File: src/logic/lpm_pkg.sv
// Constants and types shared by the low-power and reset-status logic.
package lpm_pkg;
	// ==========================================================
	// Register offsets on the plain register port.
	localparam logic [3:0] OFS_RESET_STATUS = 4'h0;
	localparam logic [3:0] OFS_CONFIG_ONE   = 4'h1;
	localparam logic [3:0] OFS_BREAK_STATUS = 4'h2;
	localparam logic [3:0] OFS_MODE_STATUS  = 4'h3;
	// ==========================================================
	// Field positions of the configuration register.
	localparam int CFG_WDOG_DIS  = 0;
	localparam int CFG_SHORT_REC = 1;
	localparam int CFG_OSC_KEEP  = 2;
	localparam int CFG_TRIP_SEL  = 3;
	localparam logic [7:0] CFG_RESET = 8'h00;
	// ==========================================================
	// Field positions of the reset-source status register.
	localparam int RS_POR   = 7;
	localparam int RS_PIN   = 6;
	localparam int RS_WDOG  = 5;
	localparam int RS_ILOP  = 4;
	localparam int RS_ILAD  = 3;
	localparam int RS_MON   = 2;
	localparam int RS_LOWV  = 1;
	localparam logic [7:0] RS_RESET = 8'h80;
	// Break status register field.
	localparam int BS_LOWPWR = 1;
	// ==========================================================
	// Recovery counts in quadruple-rate clock cycles.
	localparam int REC_LONG  = 4096;
	localparam int REC_SHORT = 32;
	localparam int CNT_W     = 13;
	typedef enum logic [1:0] {
		RUN,
		WAITING,
		STOPPED,
		RECOVER
	} mode_t;
endpackage

File: src/logic/lowpower_ctrl.sv
// Low-power mode control and reset-source status registers.
//
// Added by the designer: the register offsets and the strobed register port.
`timescale 1ns/1ns
`default_nettype none
// Operation
// - In wait mode the processor clocks are held inactive.
// - Reset, or break in emulation, ends wait mode.
// - Break during wait sets the break-in-low-power flag.
// - Watchdog keeps running in wait when its disable bit is zero.
// - Stop entry resets the recovery counter and disables system clocks.
// - Any module interrupt request ends stop mode.
// - Interrupt stacking starts only after the full recovery time.
// - Reset or break also ends stop mode.
// - Stop gates both double-rate and quad-rate bus clocks.
// - Oscillator keep-alive bit keeps double-rate clock running in stop.
// - Recovery is 4096 cycles, or 32 with short-recovery bit set.
// - Counter held reset from stop until recovery, then times it.
// - Reading reset-source status clears all its flags afterward.
// - Power-on reset sets its flag and clears all others except a low-voltage flag raised in the same cycle.
// - Other reset sources set only their own flag.
// - Several reset-cause flags may be set together.
// - Trip select bit is cleared only by power-on reset; here a configuration register write with that bit zero also clears it.
// - Stop exit by low-voltage reset uses the long recovery.
module lowpower_ctrl #(
	parameter int REC_LONG_CYCLES  = lpm_pkg::REC_LONG,
	parameter int REC_SHORT_CYCLES = lpm_pkg::REC_SHORT
) (
	input  wire logic       CLOCK,
	input  wire logic       RESETN,
	input  wire logic       POR_EVENT,
	input  wire logic [5:0] RESET_EVENTS,
	input  wire logic       WAIT_EXEC,
	input  wire logic       STOP_EXEC,
	input  wire logic       IRQ_PENDING,
	input  wire logic       BREAK_EVENT,
	input  wire logic       EMULATION,
	input  wire logic [3:0] ADDR,
	input  wire logic [7:0] WDATA,
	input  wire logic       WR,
	input  wire logic       RD,
	output logic      [7:0] RDATA,
	output logic            CPU_CLK_EN,
	output logic            BUS_X2_EN,
	output logic            BUS_X4_EN,
	output logic            WDOG_EN,
	output logic            STACK_GO,
	output logic            TRIP_SELECT
);

	// ==========================================================
	// State.
	typedef struct packed {
		lpm_pkg::mode_t           mode;
		logic [lpm_pkg::CNT_W-1:0] cnt;
		logic [lpm_pkg::CNT_W-1:0] target;
		logic                     stack;
		logic [7:0]               cfg;
		logic [7:0]               rsts;
		logic                     brk_flag;
		logic                     clr_rsts;
		logic [7:0]               rdata;
	} state_t;

	state_t s_q;
	state_t s_d;
	logic   any_rst;
	logic   wake;

	assign any_rst = POR_EVENT | (|RESET_EVENTS);

	// ==========================================================
	// Next state.
	always_comb begin
		s_d = s_q;
		s_d.stack = 1'b0;
		s_d.rdata = 8'h00;
		wake = IRQ_PENDING | BREAK_EVENT;
		// Flags are cleared the cycle after the read, before new sets.
		if (s_q.clr_rsts) begin
			s_d.rsts = 8'h00;
		end
		s_d.clr_rsts = 1'b0;
		if (RD) begin
			unique case (ADDR)
				lpm_pkg::OFS_RESET_STATUS: begin
					s_d.rdata = s_q.rsts;
					s_d.clr_rsts = 1'b1;
				end
				lpm_pkg::OFS_CONFIG_ONE:   s_d.rdata = s_q.cfg;
				lpm_pkg::OFS_BREAK_STATUS: begin
					s_d.rdata = 8'h00;
					s_d.rdata[lpm_pkg::BS_LOWPWR] = s_q.brk_flag;
				end
				lpm_pkg::OFS_MODE_STATUS:  s_d.rdata = {6'h00, s_q.mode};
				default:                   s_d.rdata = 8'h00;
			endcase
		end
		if (WR && ADDR == lpm_pkg::OFS_CONFIG_ONE) begin
			s_d.cfg = WDATA;
		end
		if (WR && ADDR == lpm_pkg::OFS_BREAK_STATUS
			&& !WDATA[lpm_pkg::BS_LOWPWR]) begin
			s_d.brk_flag = 1'b0;
		end
		unique case (s_q.mode)
			lpm_pkg::RUN: begin
				if (WAIT_EXEC) begin
					s_d.mode = lpm_pkg::WAITING;
				end else if (STOP_EXEC) begin
					s_d.mode = lpm_pkg::STOPPED;
					s_d.cnt = '0;
				end
			end
			lpm_pkg::WAITING: begin
				if (BREAK_EVENT) begin
					s_d.brk_flag = 1'b1;
				end
				if (IRQ_PENDING || (BREAK_EVENT && EMULATION)) begin
					s_d.mode = lpm_pkg::RUN;
				end
			end
			lpm_pkg::STOPPED: begin
				s_d.cnt = '0;
				if (BREAK_EVENT) begin
					s_d.brk_flag = 1'b1;
				end
				if (wake) begin
					s_d.mode = lpm_pkg::RECOVER;
					s_d.target = s_q.cfg[lpm_pkg::CFG_SHORT_REC]
						? lpm_pkg::CNT_W'(REC_SHORT_CYCLES)
						: lpm_pkg::CNT_W'(REC_LONG_CYCLES);
				end
			end
			lpm_pkg::RECOVER: begin
				s_d.cnt = s_q.cnt + 1'b1;
				if (s_q.cnt == s_q.target - 1'b1) begin
					s_d.mode = lpm_pkg::RUN;
					s_d.stack = 1'b1;
				end
			end
		endcase
		// Any non-power-on reset while stopped takes the long path.
		if (|RESET_EVENTS && (s_q.mode == lpm_pkg::STOPPED
			|| s_q.mode == lpm_pkg::RECOVER)) begin
			s_d.mode = lpm_pkg::RECOVER;
			s_d.cnt = '0;
			// A reset on the last recovery cycle must not let stacking start.
			s_d.stack = 1'b0;
			s_d.target = lpm_pkg::CNT_W'(REC_LONG_CYCLES);
		end else if (|RESET_EVENTS) begin
			s_d.mode = lpm_pkg::RUN;
		end
		// Reset flags are set last so a set beats a pending clear.
		s_d.rsts[lpm_pkg::RS_PIN:lpm_pkg::RS_LOWV] =
			s_d.rsts[lpm_pkg::RS_PIN:lpm_pkg::RS_LOWV]
			| RESET_EVENTS;
		if (POR_EVENT) begin
			s_d = '0;
			s_d.rsts = lpm_pkg::RS_RESET;
			s_d.rsts[lpm_pkg::RS_LOWV] = RESET_EVENTS[0];
			s_d.cfg = lpm_pkg::CFG_RESET;
		end else if (any_rst) begin
			// Trip select survives every reset but power-on.
			s_d.cfg = {s_q.cfg[7:4], s_q.cfg[lpm_pkg::CFG_TRIP_SEL],
				3'h0};
			s_d.brk_flag = 1'b0;
		end
	end

	always_ff @(posedge CLOCK) begin
		if (!RESETN) begin
			s_q <= '0;
			s_q.rsts <= lpm_pkg::RS_RESET;
		end else begin
			s_q <= s_d;
		end
	end

	// ==========================================================
	// Outputs.
	assign RDATA = s_q.rdata;
	assign CPU_CLK_EN = (s_q.mode == lpm_pkg::RUN);
	assign BUS_X4_EN = (s_q.mode != lpm_pkg::STOPPED);
	assign BUS_X2_EN = (s_q.mode != lpm_pkg::STOPPED)
		|| s_q.cfg[lpm_pkg::CFG_OSC_KEEP];
	// Apart from its disable bit, the watchdog is halted only in stop, where its clock is gone.
	assign WDOG_EN = !s_q.cfg[lpm_pkg::CFG_WDOG_DIS]
		&& s_q.mode != lpm_pkg::STOPPED;
	assign STACK_GO = s_q.stack;
	assign TRIP_SELECT = s_q.cfg[lpm_pkg::CFG_TRIP_SEL];
endmodule
`default_nettype wire

File: config.mk
export PLATFORM = sky130hd
export DESIGN_NAME = lowpower_ctrl
export DESIGN_NICKNAME = d
export VERILOG_FILES = /design/src/logic/lpm_pkg.sv /design/src/logic/lowpower_ctrl.sv
export SDC_FILE = /design/constraint.sdc
export NUM_CORES = 1
export LEC_CHECK = 0
export BUFFER_PORTS_ARGS = -buffer_cell sky130_fd_sc_hd__buf_2
export CELL_PAD_IN_SITES_DETAIL_PLACEMENT = 1
export CELL_PAD_IN_SITES_GLOBAL_PLACEMENT = 1
export CORE_MARGIN = 8
export CORE_UTILIZATION = 44
export CTS_CLUSTER_DIAMETER = 30
export CTS_CLUSTER_SIZE = 24
export DETAILED_ROUTE_END_ITERATION = 7
export HOLD_SLACK_MARGIN = 0.05
export PLACE_DENSITY = 0.94
export SYNTH_ARGS = -nofsm -noshare
export SYNTH_HDL_FRONTEND = slang
export SYNTH_SLANG_ARGS = --single-unit
File: constraint.sdc
create_clock -name CLOCK -period 2.8 [get_ports CLOCK]
set_clock_uncertainty 0.15 [all_clocks]
set_input_delay 0.56 -clock CLOCK [delete_from_list [all_inputs] [get_ports CLOCK]]
set_output_delay 0.56 -clock CLOCK [all_outputs]
set_load 0.01 [all_outputs]
## Word level (Yosys, flattened, before mapping)

Index checks and enable logic that the tools add are counted.
W data, S select, Z words.

- Bits in registers: 54
- Input bits: 28
- Output and inout bits: 14
- Logic and storage cells: 87

- Add/subtract/negate cells: 2
- Eq/ne operators: 14
- Multiplexer cells: 23
- Bitwise logic cells: 7
- Reduce and logical (&&, ||, !) cells: 28

Operators with widths:

| kind | count |
|---|---|
| $mux W13 | 4 |
| $pmux W13 S3 | 1 |
| $pmux W8 S4 | 1 |
| $mux W15 | 1 |
| $mux W14 | 1 |
| $mux W2 | 7 |
| $add A13 B1 Y13 const B | 1 |
| $eq A13 B13 Y1 | 1 |
| $sub A13 B1 Y13 const B | 1 |
| $reduce_or A3 Y1 | 3 |
| $eq A4 B2 Y1 const B | 2 |
| $ne A4 B3 Y1 const B | 2 |
| $pmux W2 S4 | 1 |
| $mux W7 | 1 |
| $logic_and A1 B1 Y1 | 6 |
| $mux W1 | 6 |
| $ne A2 B2 Y1 const B | 3 |
| $or A6 B6 Y6 | 1 |
| $reduce_and A2 Y1 | 3 |
| $reduce_or A6 Y1 | 1 |
| $ne A5 B3 Y1 const B | 1 |
| $eq A2 B2 Y1 const B | 2 |
| $eq A4 B1 Y1 const B | 1 |
| $logic_not A4 Y1 | 1 |
| other kinds (13) | 22 |

## Logic depth before layout (Yosys ltp)

Gate-level depths: netlist (run 1).

- Depth after elaboration: 6
- Gate-level depth with buffers: 7
- Mapped depth without buffers: 7

## Worst setup path after synthesis (run 1)

Ideal clock, no wire load.

- Path kind: input-to-reg
- Start: in ADDR[3]
- End: reg s_q, in the netlist TRIP_SELECT
- Setup time: 0.128 ns
- Data arrival time: 1.549 ns
- Required time: 2.522 ns
- Slack: 0.973 ns
- Cell stages on the path: 5
- Buffers on the path: 0
- Cell sequence: nor2_1 nand4b_2 nor3_4 mux2i_1 nor2_1

- Word-level cells in the longest chain between the ends: 3

RTL lines:

| what | RTL line | RTL |
|---|---|---|
| from (decl) | lowpower_ctrl.sv:38 | `input wire logic [3:0] ADDR,` |
| $eq A4 B1 Y1 | lowpower_ctrl.sv:99 | `if (WR && ADDR == lpm_pkg::OFS_CONFIG_ONE) begin` |
| $logic_and A1 B1 Y1 | lowpower_ctrl.sv:99 |  |
| $reduce_and A2 Y1 (no source line) | n/a |  |
| to (decl) | lowpower_ctrl.sv:65 | `state_t s_q;` |

Every way passes these cells.
A chain may end at the register's enable or synchronous reset.

## Worst setup path after layout (run 1)

- Start: reg s_q[54] (netlist name)
- End: out CPU_CLK_EN

- Word-level cells in the longest chain between the ends: 1

RTL lines:

| what | RTL line | RTL |
|---|---|---|
| $logic_not A2 Y1 | lowpower_ctrl.sv:183 | `assign CPU_CLK_EN = (s_q.mode == lpm_pkg::RUN);` |
| to (decl) | lowpower_ctrl.sv:43 | `output logic CPU_CLK_EN,` |

Every way passes these cells.

==> results.md, run 1 <==
- The most used flip-flop cell after synthesis is dfxtp_1.
- The height of the die is 83.79 um.
- The fraction of post-synthesis cell area in the top cell type by area is 42.57%.
- Counting along the longest clock path gives a buffer depth of 2.
- The number of antenna violations at the first check in global routing is 0.
- The count of cells in the finished layout, fillers not included, comes to 303.
- The global placement routability congestion is 0.7561.
- In this run, synthesis produced a sequential element count of 43.
- TritonCTS built the clock tree.
- The synthesized netlist occupies a cell area of 2022 um^2.
- The CTS root buffer is clkbuf_8.
- The critical path runs through a total of 3 cells.
- The maximum number of pins on one net before global-route repair is 14.
- In this run the static leakage power is 0.9115 nW.
- The placed instances occupy a cell area of 2225 um^2.
- The initial utilization of the core area, before any placement, comes to 46.12%.
- The DRC violation count after routing is 0.
- The length of the first detailed-routing pass in iterations is 4.
- By count the netlist is led by 43 x dfxtp_1, 43 x nor2_1, 19 x mux2i_1, 12 x a21oi_1, 10 x nand3_1.
- Clock-pin slew was measured on the worst setup and hold paths at 80 ps.
- The stage delay of the slowest cell on the critical path is 400 ps.
- The biggest area contributor in the post-synthesis netlist is dfxtp_1.
- In the synthesized netlist the async set-or-reset flop fraction comes to 0%.
- From left edge to right edge, the die measures 83.79 um.
- The floorplan has 24 rows.
- After clock tree synthesis, the repair step resized 0 gates.
- The hold violation count in the final report is 0.
- Of the total power, combinational logic draws 6.6%.
- The final sum of negative setup slack is 0 ps.
- Compared with the post-synthesis result, the final layout area differs by 14.23%.
- The number of antenna diodes in the final layout is 0.
- After filler insertion, the fill cell instance count of the layout stands at 532.
- Counting cells, the worst reg-to-reg path comes to 6.
- The via count of the first global-routing pass is 1,802.
- For this run, the post-layout net count is 284.
- The sum of internal, switching and leakage power is 1.080 mW.
- The synthesized area per cell is 9.493 um^2.
- The final core utilization is 52.68%.
- The combinational family with the most area after synthesis is simple AND/OR/NAND/NOR gates.
- The overall die area is 7021 um^2.
- The count of cell types in the netlist is 41.
- The share of layout cells above drive strength 1 is 23.90%.
- Counting both buffers and inverters, the worst setup path holds a total of 2.
- In this run switching power makes up 23.88% of total power.
- The adder-cell share of the synthesized area is 3.713%.
- The core footprint is 4384 um^2.
- The power per unit of standard cell area is 467.6 nW/um^2.
- In this run the power spent charging and discharging nets is 257.9 uW.
- The wire length of the first global-routing pass is 9094 um.
- Yosys printed 0 warnings.
- The clock reaches the later pin of the worst-skew pair after 300 ps.
- Setup repair after global routing left no endpoint under its margin.
- The critical path's top delay family is adder cells.
- Buffers placed on the I/O ports in this run total 41.
- The number of buffers created by CTS is 5.
- The maximum fanout count along the critical path is 6.
- The post-detailed-route via-to-cell ratio is 5.488.
- Across every metal layer, demand over resource in global routing totals 15.63%.
- The run finished with clean final reports.
- The tightest slew margin relative to the limit is 64.48%.
- The synthesized-area fraction occupied by and/or/nand/nor cells is 21.04%.
- The worst-path cell with the longest stage delay is ha_1.
- The total instance count after detailed placement is 295.
- The placed wire-length estimate after detailed placement is 4128 um.
- The complex-gate fraction of the synthesized area is 10.95%.
- The boundary pin count is 42.
- The post-synthesis cell count is 213.
- The clock network accounts for 36.1% of the total power.
- Yosys attributes the largest share of cell area to dfxtp_1 43%, mux2i_1 9.4%, nor2_1 8.0%.
- The hold-fix buffer count after cts is 0.
- Of the post-synthesis cell area, the part taken by muxes is 11.08%.
- The critical path required time is 2090 ps.
- The routed design has 5490 um of wire.
- The number of sinks on the clock net is 43.
- The number of nets with antenna violations after detailed routing is 0.
- The share of synthesized area occupied by flip-flops and latches is 42.57%.
- The fmax is 0.4722 GHz.
- After Yosys synthesis, XOR and XNOR cells account for 5.631% of the synthesized area.
- The cell internal power dissipation is 822.0 uW.
- The capturing element type of the critical path is an output port.
- The vias after detailed routing is 1,663.
- The class of the most critical setup path is reg -> out.
- Data arrives at the worst endpoint at 1410 ps.
- The total congestion overflow after global routing is 0.
- The routed length per placed instance is 18.12 um.
- The slew at the pin with the worst max-slew slack is 532.7 ps.
- The final setup violation count is 0.
- The depth of the worst hold-timing path is 1.
- The worst min-delay path category is reg -> reg.
- For this block, the initial DRC count from the detailed router was 85.
- Max-cap violations in this run came to 0.
- The post-CTS setup repair buffer count is 0.
- The signal on the critical path passes through inv_1 > ha_1 > buf_2.
- Counting flops with a built-in enable in the synthesized netlist gives 0.
- Dividing the final minimum period by the clock period gives 75.63%.
- Sequential cells account for 57.3% of the total power.
- Synthesis produced a netlist with a net count of 247.
- Across the VDD grid, the largest voltage drop is 0.3576 mV.
- In this run the number of H-tree levels came out at 2.
- The total count of max-transition violations in the final report is 0.
- The post-route minimum period is 2118 ps.
- With fillers left out, the area of the finished cells amounts to 2310 um^2.
- The sort of element at the start of the critical path is a register.
## registers in the layout, indices dropped and copies added (netlist names)
name and flops:
RDATA 8, TRIP_SELECT 1, s_q 33, STACK_GO 1
## cells by family (layout without fill, tap and decap cells)
family / count (synthesis) / after routing
AO/OA/AOI/OAI: 28 / 28
multiplexers: 21 / 21
flip-flops: 43 / 43
adder cells (fa/ha/maj): 6 / 6
XOR/XNOR: 13 / 13
buffers and inverters: 18 / 56
AND/OR/NAND/NOR: 84 / 84
## power by group through the flow
stage                     logic, mW  clock network (mW)  registers, mW
after floorplan              0.0353                   0          0.632
after global placement       0.0679                   0          0.632
after detailed placement     0.0704                   0          0.633
after CTS                    0.0713               0.394          0.619
after global routing         0.0771               0.420          0.619
final                        0.0712               0.390          0.619
## metal layers
metal	vias to the layer above	part of all wire [%]	GRT usage [%]
met5	-	0	0
met4	0	1.9	5.651
met3	14	5.8	4.590
met2	55	51	27.37
met1	794	41	17.32
li1	800	-	-
## layout by cell type, fill, tap and decap left out, drive strengths merged, types with 2 or more instances in the layout
| cell type | synthesis | routed |
|---|---|---|
| nor2 | 43 | 43 |
| and3 | 3 | 3 |
| nand3 | 10 | 10 |
| a21o | 2 | 2 |
| o21ai | 4 | 4 |
| nor3b | 2 | 2 |
| dfxtp | 43 | 43 |
| mux2i | 19 | 19 |
| xor2 | 7 | 7 |
| and4 | 2 | 2 |
| inv | 5 | 5 |
| xnor2 | 6 | 6 |
| nor3 | 2 | 2 |
| buf | 11 | 43 |
| nand2 | 9 | 9 |
| a2bb2oi | 2 | 2 |
| nor2b | 2 | 2 |
| clkbuf | 2 | 6 |
| nor4 | 2 | 2 |
| ha | 6 | 6 |
| nand4 | 2 | 2 |
| nand2b | 3 | 3 |
| a21oi | 12 | 12 |
| a2111oi | 2 | 2 |
## final timing paths
kind	endpoint	slack (ps)	from
hold / removal	s_q[17]	330	s_q[17]
hold reg to reg	s_q[17]	330	s_q[17]
setup / recovery	CPU_CLK_EN	680	s_q[54]
setup reg to reg	s_q[50]	820	s_q[54]
## worst register-to-register path: stages, from the launching register on
cell and delay, ps:
dfxtp_1 430, inv_1 120, ha_1 330, a2111oi_4 440
nand3_1 150, xor2_1 190, nor2_1 60
## cell type report
| cell class | count | area (um^2) | area share, % |
|---|---|---|---|
| clock buffer | 6 | 72.57 | 3.142 |
| clock inverter | 2 | 12.51 | 0.5417 |
| inverter | 5 | 18.77 | 0.8126 |
| multi-input combinational | 152 | 1060 | 45.88 |
| sequential | 43 | 860.8 | 37.27 |
| tap | 52 | 65.06 | 2.817 |
| timing repair buffer | 43 | 220.2 | 9.534 |
## through the flow
stage,worst slack [ps],hold slack [ps]
floorplan,973.4,275.5
global placement,736.0,283.1
detailed placement,654.0,320.0
CTS,678.4,334.6
global route,570.2,341.2
finish,682.3,331.0
No activity file was read; power rests on OpenSTA's default activity.
==> inputs of run 2 (changes only) <==
CORE_UTILIZATION = 41   (was 44)
PLACE_DENSITY = 0.89   (was 0.94)
clock period = 2 ns   (was 2.8 ns; I/O delays follow)
==> results.md, run 2 (same netlist as run 1, synthesis figures left out) <==
- Outcome: finished, final reports clean (unchanged).
- The number of nets with antenna violations after detailed routing is 0 (unchanged).
- The layout overhead on the synthesized area is 18.69% (was 14.23%).
- The sum of internal, switching and leakage power came to 1.519 mW (was 1.080 mW).
- The number of antenna violations at the first check in global routing was 0 (unchanged).
- The critical path required time is 1450 ps (was 2090 ps).
- The post-CTS setup repair buffer count is 0 (unchanged).
- The number of gates given a new drive strength after cts came to 0 (unchanged).
- The height of the die is 86.23 um (was 83.79 um).
- The final design area excluding fillers was 2400 um^2 (was 2310 um^2).
- The width of the chip is 86.23 um (was 83.79 um).
- The number of buffers created by CTS was 5 (unchanged).
- The antenna cell count is 0 (unchanged).
- The hold-fix buffer count after cts came to 0 (unchanged).
- The largest register by flop count is s_q (unchanged).
- The row count came to 25 (was 24).
- The clock-pin transition on the worst setup and hold timing paths came to 80 ps (about the same).
- The combined global-route utilization of all metal layers was 14.97% (was 15.63%).
- The global placement routability congestion is 0.7645 (was 0.7561).
- The placed wire-length estimate after detailed placement came to 4207 um (was 4128 um).
- The number of H-tree levels is 2 (unchanged).
- The post-placement cell area is 2311 um^2 (was 2225 um^2).
- The worst path buffer plus inverter count is 3 (was 2).
- The beginning of the critical path was s_q[54] (unchanged).
- The routed wire length came to 5243 um (was 5490 um).
- The maximum number of pins on one net before global-route repair is 15 (was 14).
- The routed length per placed instance is 16.03 um (was 18.12 um).
- The length of the first detailed-routing pass in iterations is 4 (unchanged).
- The post-detailed-route via-to-cell ratio is 5.031 (was 5.488).
- The beginning of the worst hold path is WDATA[2] (was s_q[17]).
- The DRC violation count after routing is 0 (unchanged).
- The share of layout cells above drive strength 1 came to 26.92% (was 23.90%).
- The boundary pin count was 42 (unchanged).
- The final setup violation count came to 0 (unchanged).
- The initial detailed-routing violation count is 78 (was 85).
- The worst-case hold slack is 184.1 ps (was 331.0 ps).
- The deepest clock path buffer count came to 2 (unchanged).
- The routed design could run at a clock period as short as 1878 ps.
- The CTS tree is built (unchanged).
- The number of sinks on the clock net came to 43 (unchanged).
- The final sum of negative setup slack is 0 ps (unchanged).
- The worst min-delay path category is in -> reg (was reg -> reg).
- RSZ-0062 raised after global routing: no (unchanged).
- The effective utilization at floorplan is 42.53% (was 46.12%).
- The critical path's top delay family is buffers and inverters (was adder cells).
- The capturing element type of the critical path is an output port (unchanged).
- The overall die area is 7435 um^2 (was 7021 um^2).
- The CTS root buffer is clkbuf_8 (unchanged).
- The count of max-cap constraint violations came to 0 (unchanged).
- The power per unit of standard cell area is 633.0 nW/um^2 (was 467.6 nW/um^2).
- The maximum fanout count along the critical path was 7 (was 6).
- The stage delay of the slowest cell on the critical path was 320 ps (was 400 ps).
- Commonest cells after routing, fill and taps aside: 43 x dfxtp_1, 43 x nor2_1, 41 x buf_2 (unchanged).
- The final core utilization is 50.47% (was 52.68%).
- The hold violation count in the final report is 0 (unchanged).
- The total congestion overflow after global routing is 0 (unchanged).
- The tightest slew margin relative to the limit is 69.63% (was 64.48%).
- The library cell appearing most often on the critical path is buf_4.
- The via count of the first global-routing pass is 1,883 (was 1,802).
- The arrival time of data at the critical path endpoint was 1330 ps (was 1410 ps).
- The share of the clock period used by the worst path after layout is 93.89%.
- The vias after detailed routing came to 1,645 (was 1,663).
- The leakage dissipation was 0.9543 nW (was 0.9115 nW).
- The number of port buffers is 41 (unchanged).
- The sort of element at the start of the critical path was a register (unchanged).
- The total count of max-transition violations in the final report is 0 (unchanged).
- The wire length of the first global-routing pass is 8949 um (was 9094 um).
- The maximum resistive drop on vdd came to 0.2827 mV (was 0.3576 mV).
- Crit path cell chain: buf_4 > ha_1 > buf_4 > nor2_1 > buf_2 (was inv_1 > ha_1 > buf_2).
- The number of nets in the layout is 293 (was 284).
- The startpoint of the worst register-to-register path was s_q[40] (was s_q[54]).
- The clock insertion delay at the later pin of the skew report is 300 ps (about the same).
- The flip-flop count of the largest register after layout is 33 (unchanged).
- The class of the most critical setup path is reg -> out (unchanged).
- The worst-path cell with the longest stage delay was dfxtp_1 (was ha_1).
- The fmax is 0.5325 GHz.
- The core footprint is 4755 um^2 (was 4384 um^2).
- The slew at the pin with the worst max-slew slack is 450.8 ps (was 532.7 ps).
## run 2: worst paths after layout
path	to	slack [ps]	depth (start not counted)
setup / recovery	WDOG_EN	120	5
hold / removal	s_q[20]	180	3
setup reg to reg	s_q[52]	190	6
hold reg to reg	s_q[17]	340	1
## run 2: routing by layer
layer / share of wire [%] / global-route usage, % / up-vias / wire length [um]
met5: 0 / 0 / - / 0
met4: 1.5 / 6.260 / 0 / 80
met3: 2.6 / 2.930 / 6 / 136
met2: 54 / 27.71 / 28 / 2830
met1: 42 / 16.13 / 791 / 2196
li1: - / - / 820 / -
## run 2: cell type report
cell class              count  area, um^2
clock buffers               5       68.82
clock inverters             3       20.02
fillers                   580        2355
inverters                   5       18.77
multi-input cells         152        1060
flip-flops and latches     43       860.8
well taps                  67       83.83
repair buffers             52       287.8
## run 2: power by group
| group | internal, mW | switching, mW | total (mW) |
|---|---|---|---|
| sequential | 0.862 | 0.00379 | 0.866 |
| combinational | 0.0491 | 0.0546 | 0.104 |
| clock | 0.243 | 0.307 | 0.550 |
## run 2: through the flow
| step | std cells | setup WS [ps] |
|---|---|---|
| 3_3_place_gp | 319 | 183.3 |
| 6_report | 327 | 122.2 |
| 4_1_cts | 327 | 109.3 |
| 5_1_grt | 327 | 60.13 |
| 3_5_place_dp | 319 | 107.3 |
| 2_1_floorplan | 213 | 254.1 |
## run 2: tightest hold or removal path, stage by stage
cell and delay [ps]:
buf_2 70, mux2i_1 50, nor2_1 70
==> inputs of run 3 (changes only) <==
CAP_MARGIN = 15   (was not set)
PLACE_DENSITY = not set   (was 0.89)
PLACE_DENSITY_LB_ADDON = 0.05   (was not set)
==> results.md, run 3 (same netlist as run 1, synthesis figures left out) <==
- The DRC violation count after routing was 0 (unchanged).
- The number of nets in the layout is 293 (unchanged).
- The number of nets with antenna violations after detailed routing is 0 (unchanged).
- The layout overhead on the synthesized area came to 20.05% (was 18.69%).
- The class of the most critical setup path is reg -> out (unchanged).
- The count of max-cap constraint violations is 0 (unchanged).
- The share of layout cells above drive strength 1 is 27.69% (was 26.92%).
- The flip-flop count of the largest register after layout is 33 (unchanged).
- The worst min-delay path category is in -> reg (unchanged).
- The deepest clock path buffer count was 2 (unchanged).
- The startpoint of the worst register-to-register path is s_q[54] (was s_q[40]).
- The antenna cell count is 0 (unchanged).
- The number of port buffers is 41 (unchanged).
- The number of H-tree levels came to 2 (unchanged).
- The routed length per placed instance is 14.50 um (was 16.03 um).
- The combined global-route utilization of all metal layers was 13.86% (was 14.97%).
- The number of sinks on the clock net is 43 (unchanged).
- The sort of element at the start of the critical path is a register (unchanged).
- The length of the first detailed-routing pass in iterations came to 4 (unchanged).
- Leaving out fill and tap cells, the most frequent cell in the layout is nor2_1.
- The CTS tree is built (unchanged).
- The maximum resistive drop on vdd is 0.5248 mV (was 0.2827 mV).
- The effective utilization at floorplan is 42.53% (unchanged).
- Commonest cells after routing, fill and taps aside: 43 x nor2_1, 42 x dfxtp_1, 41 x buf_2 (was 43 x dfxtp_1, 43 x nor2_1, 41 x buf_2).
- The post-route minimum period came to 1900 ps (was 1878 ps).
- The hold violation count in the final report came to 0 (unchanged).
- The row count is 25 (unchanged).
- The slew at the pin with the worst max-slew slack is 466.5 ps (was 450.8 ps).
- The arrival time of data at the critical path endpoint is 1350 ps (was 1330 ps).
- The maximum fanout count along the critical path is 5 (was 7).
- The wire length of the first global-routing pass was 8073 um (was 8949 um).
- The total count of max-transition violations in the final report came to 0 (unchanged).
- The final sum of negative setup slack is 0 ps (unchanged).
- The height of the die was 86.23 um (unchanged).
- RSZ-0062 raised after global routing: no (unchanged).
- The post-detailed-route via-to-cell ratio was 4.878 (was 5.031).
- The routed wire length is 4740 um (was 5243 um).
- The placed wire-length estimate after detailed placement came to 3805 um (was 4207 um).
- The beginning of the critical path is s_q[53] (was s_q[54]).
- The clock-pin transition on the worst setup and hold timing paths is 80 ps (about the same).
- The number of buffers created by CTS is 5 (unchanged).
- The boundary pin count was 42 (unchanged).
- The total congestion overflow after global routing was 0 (unchanged).
- The maximum number of pins on one net before global-route repair is 15 (unchanged).
- The worst-case hold slack is 174.8 ps (was 184.1 ps).
- The fmax is 0.5264 GHz (was 0.5325 GHz).
- The clock insertion delay at the later pin of the skew report is 290 ps (was 300 ps).
- The number of antenna violations at the first check in global routing is 0 (unchanged).
- The critical path required time was 1450 ps (about the same).
- The overall die area is 7435 um^2 (unchanged).
- Outcome: finished, final reports clean (unchanged).
- The core footprint was 4755 um^2 (unchanged).
- The final setup violation count is 0 (unchanged).
- The initial detailed-routing violation count is 49 (was 78).
- The CTS root buffer is clkbuf_8 (unchanged).
- The global placement routability congestion is 0.8148 (was 0.7645).
- The capturing element type of the critical path is an output port (unchanged).
- The share of the clock period used by the worst path after layout is 94.98% (was 93.89%).
- The beginning of the worst hold path is RESET_EVENTS[1] (was WDATA[2]).
- The power per unit of standard cell area came to 675.4 nW/um^2 (was 633.0 nW/um^2).
- The via count of the first global-routing pass is 1,697 (was 1,883).
- The largest register by flop count is s_q (unchanged).
- The tightest slew margin relative to the limit is 68.57% (was 69.63%).
- The vias after detailed routing is 1,595 (was 1,645).
- The width of the chip was 86.23 um (unchanged).
- The leakage dissipation is 0.9718 nW (was 0.9543 nW).
==> run 3: cell count changes in the layout (fill, tap and decap cells not counted) <==
| cell | previous run | this run |
|---|---|---|
| ha_1 | 6 | 5 |
| dfxtp_1 | 43 | 42 |
| clkinv_4 | 0 | 1 |
| ha_2 | 0 | 1 |
| dfxtp_2 | 0 | 1 |
| clkinvlp_4 | 2 | 0 |
| bufinv_16 | 0 | 1 |
==> run 3: where the power goes <==
part,switching (mW),internal (mW)
combinational,0.0528,0.0490
clock,0.300,0.372
sequential,0.00346,0.862
total,0.357,1.28
==> run 3: what timing repair did <==
action                     CTS  global route
hold buffers                 0             0
gates resized for setup      0             2
setup endpoints to repair    0             5
setup buffers                0             1
==> run 3: final cells by class <==
type	count	area (um^2)
Clock buffer	5	68.82
Tap cell	67	83.83
Timing Repair Buffer	52	287.8
Multi-Input combinational cell	152	1062
Fill cell	573	2327
Sequential cell	43	862.1
Clock inverter	3	43.79
Inverter	5	18.77
==> run 3: stage by stage <==
stage	setup WS [ps]	area, um^2	power (mW)	cells	util, %
final	100.4	2427	1.639	327	51.05
after global routing	10.69	2427	1.724	327	51.05
after CTS	40.71	2416	1.667	326	50.82
after detailed placement	97.91	2303	0.9893	318	48.45
after global placement	156.2	2303	0.9887	318	48.45
after floorplan	254.1	2022	0.9341	213	-
==> run 3: layer usage <==
| layer | track usage (%) | wire length [um] | vias up |
|---|---|---|---|
| met5 | 0 | 0 | - |
| met4 | 3.756 | 21 | 0 |
| met2 | 24.70 | 2483 | 25 |
| li1 | - | - | 816 |
| met3 | 4.631 | 198 | 2 |
| met1 | 15.29 | 2036 | 752 |
==> run 3: path summary, 6_finish.rpt <==
path / end / slack, ps / cells after the start
setup / recovery: WDOG_EN / 100 / 5
hold / removal: s_q[12] / 170 / 3
setup reg to reg: s_q[44] / 150 / 6
hold reg to reg: s_q[17] / 320 / 1
==> run 3: critical path, cell delays in order (launching register included) <==
cell and delay (ps):
dfxtp_2 350, inv_1 80, ha_1 250, buf_4 170, nor2_1 70, buf_2 130
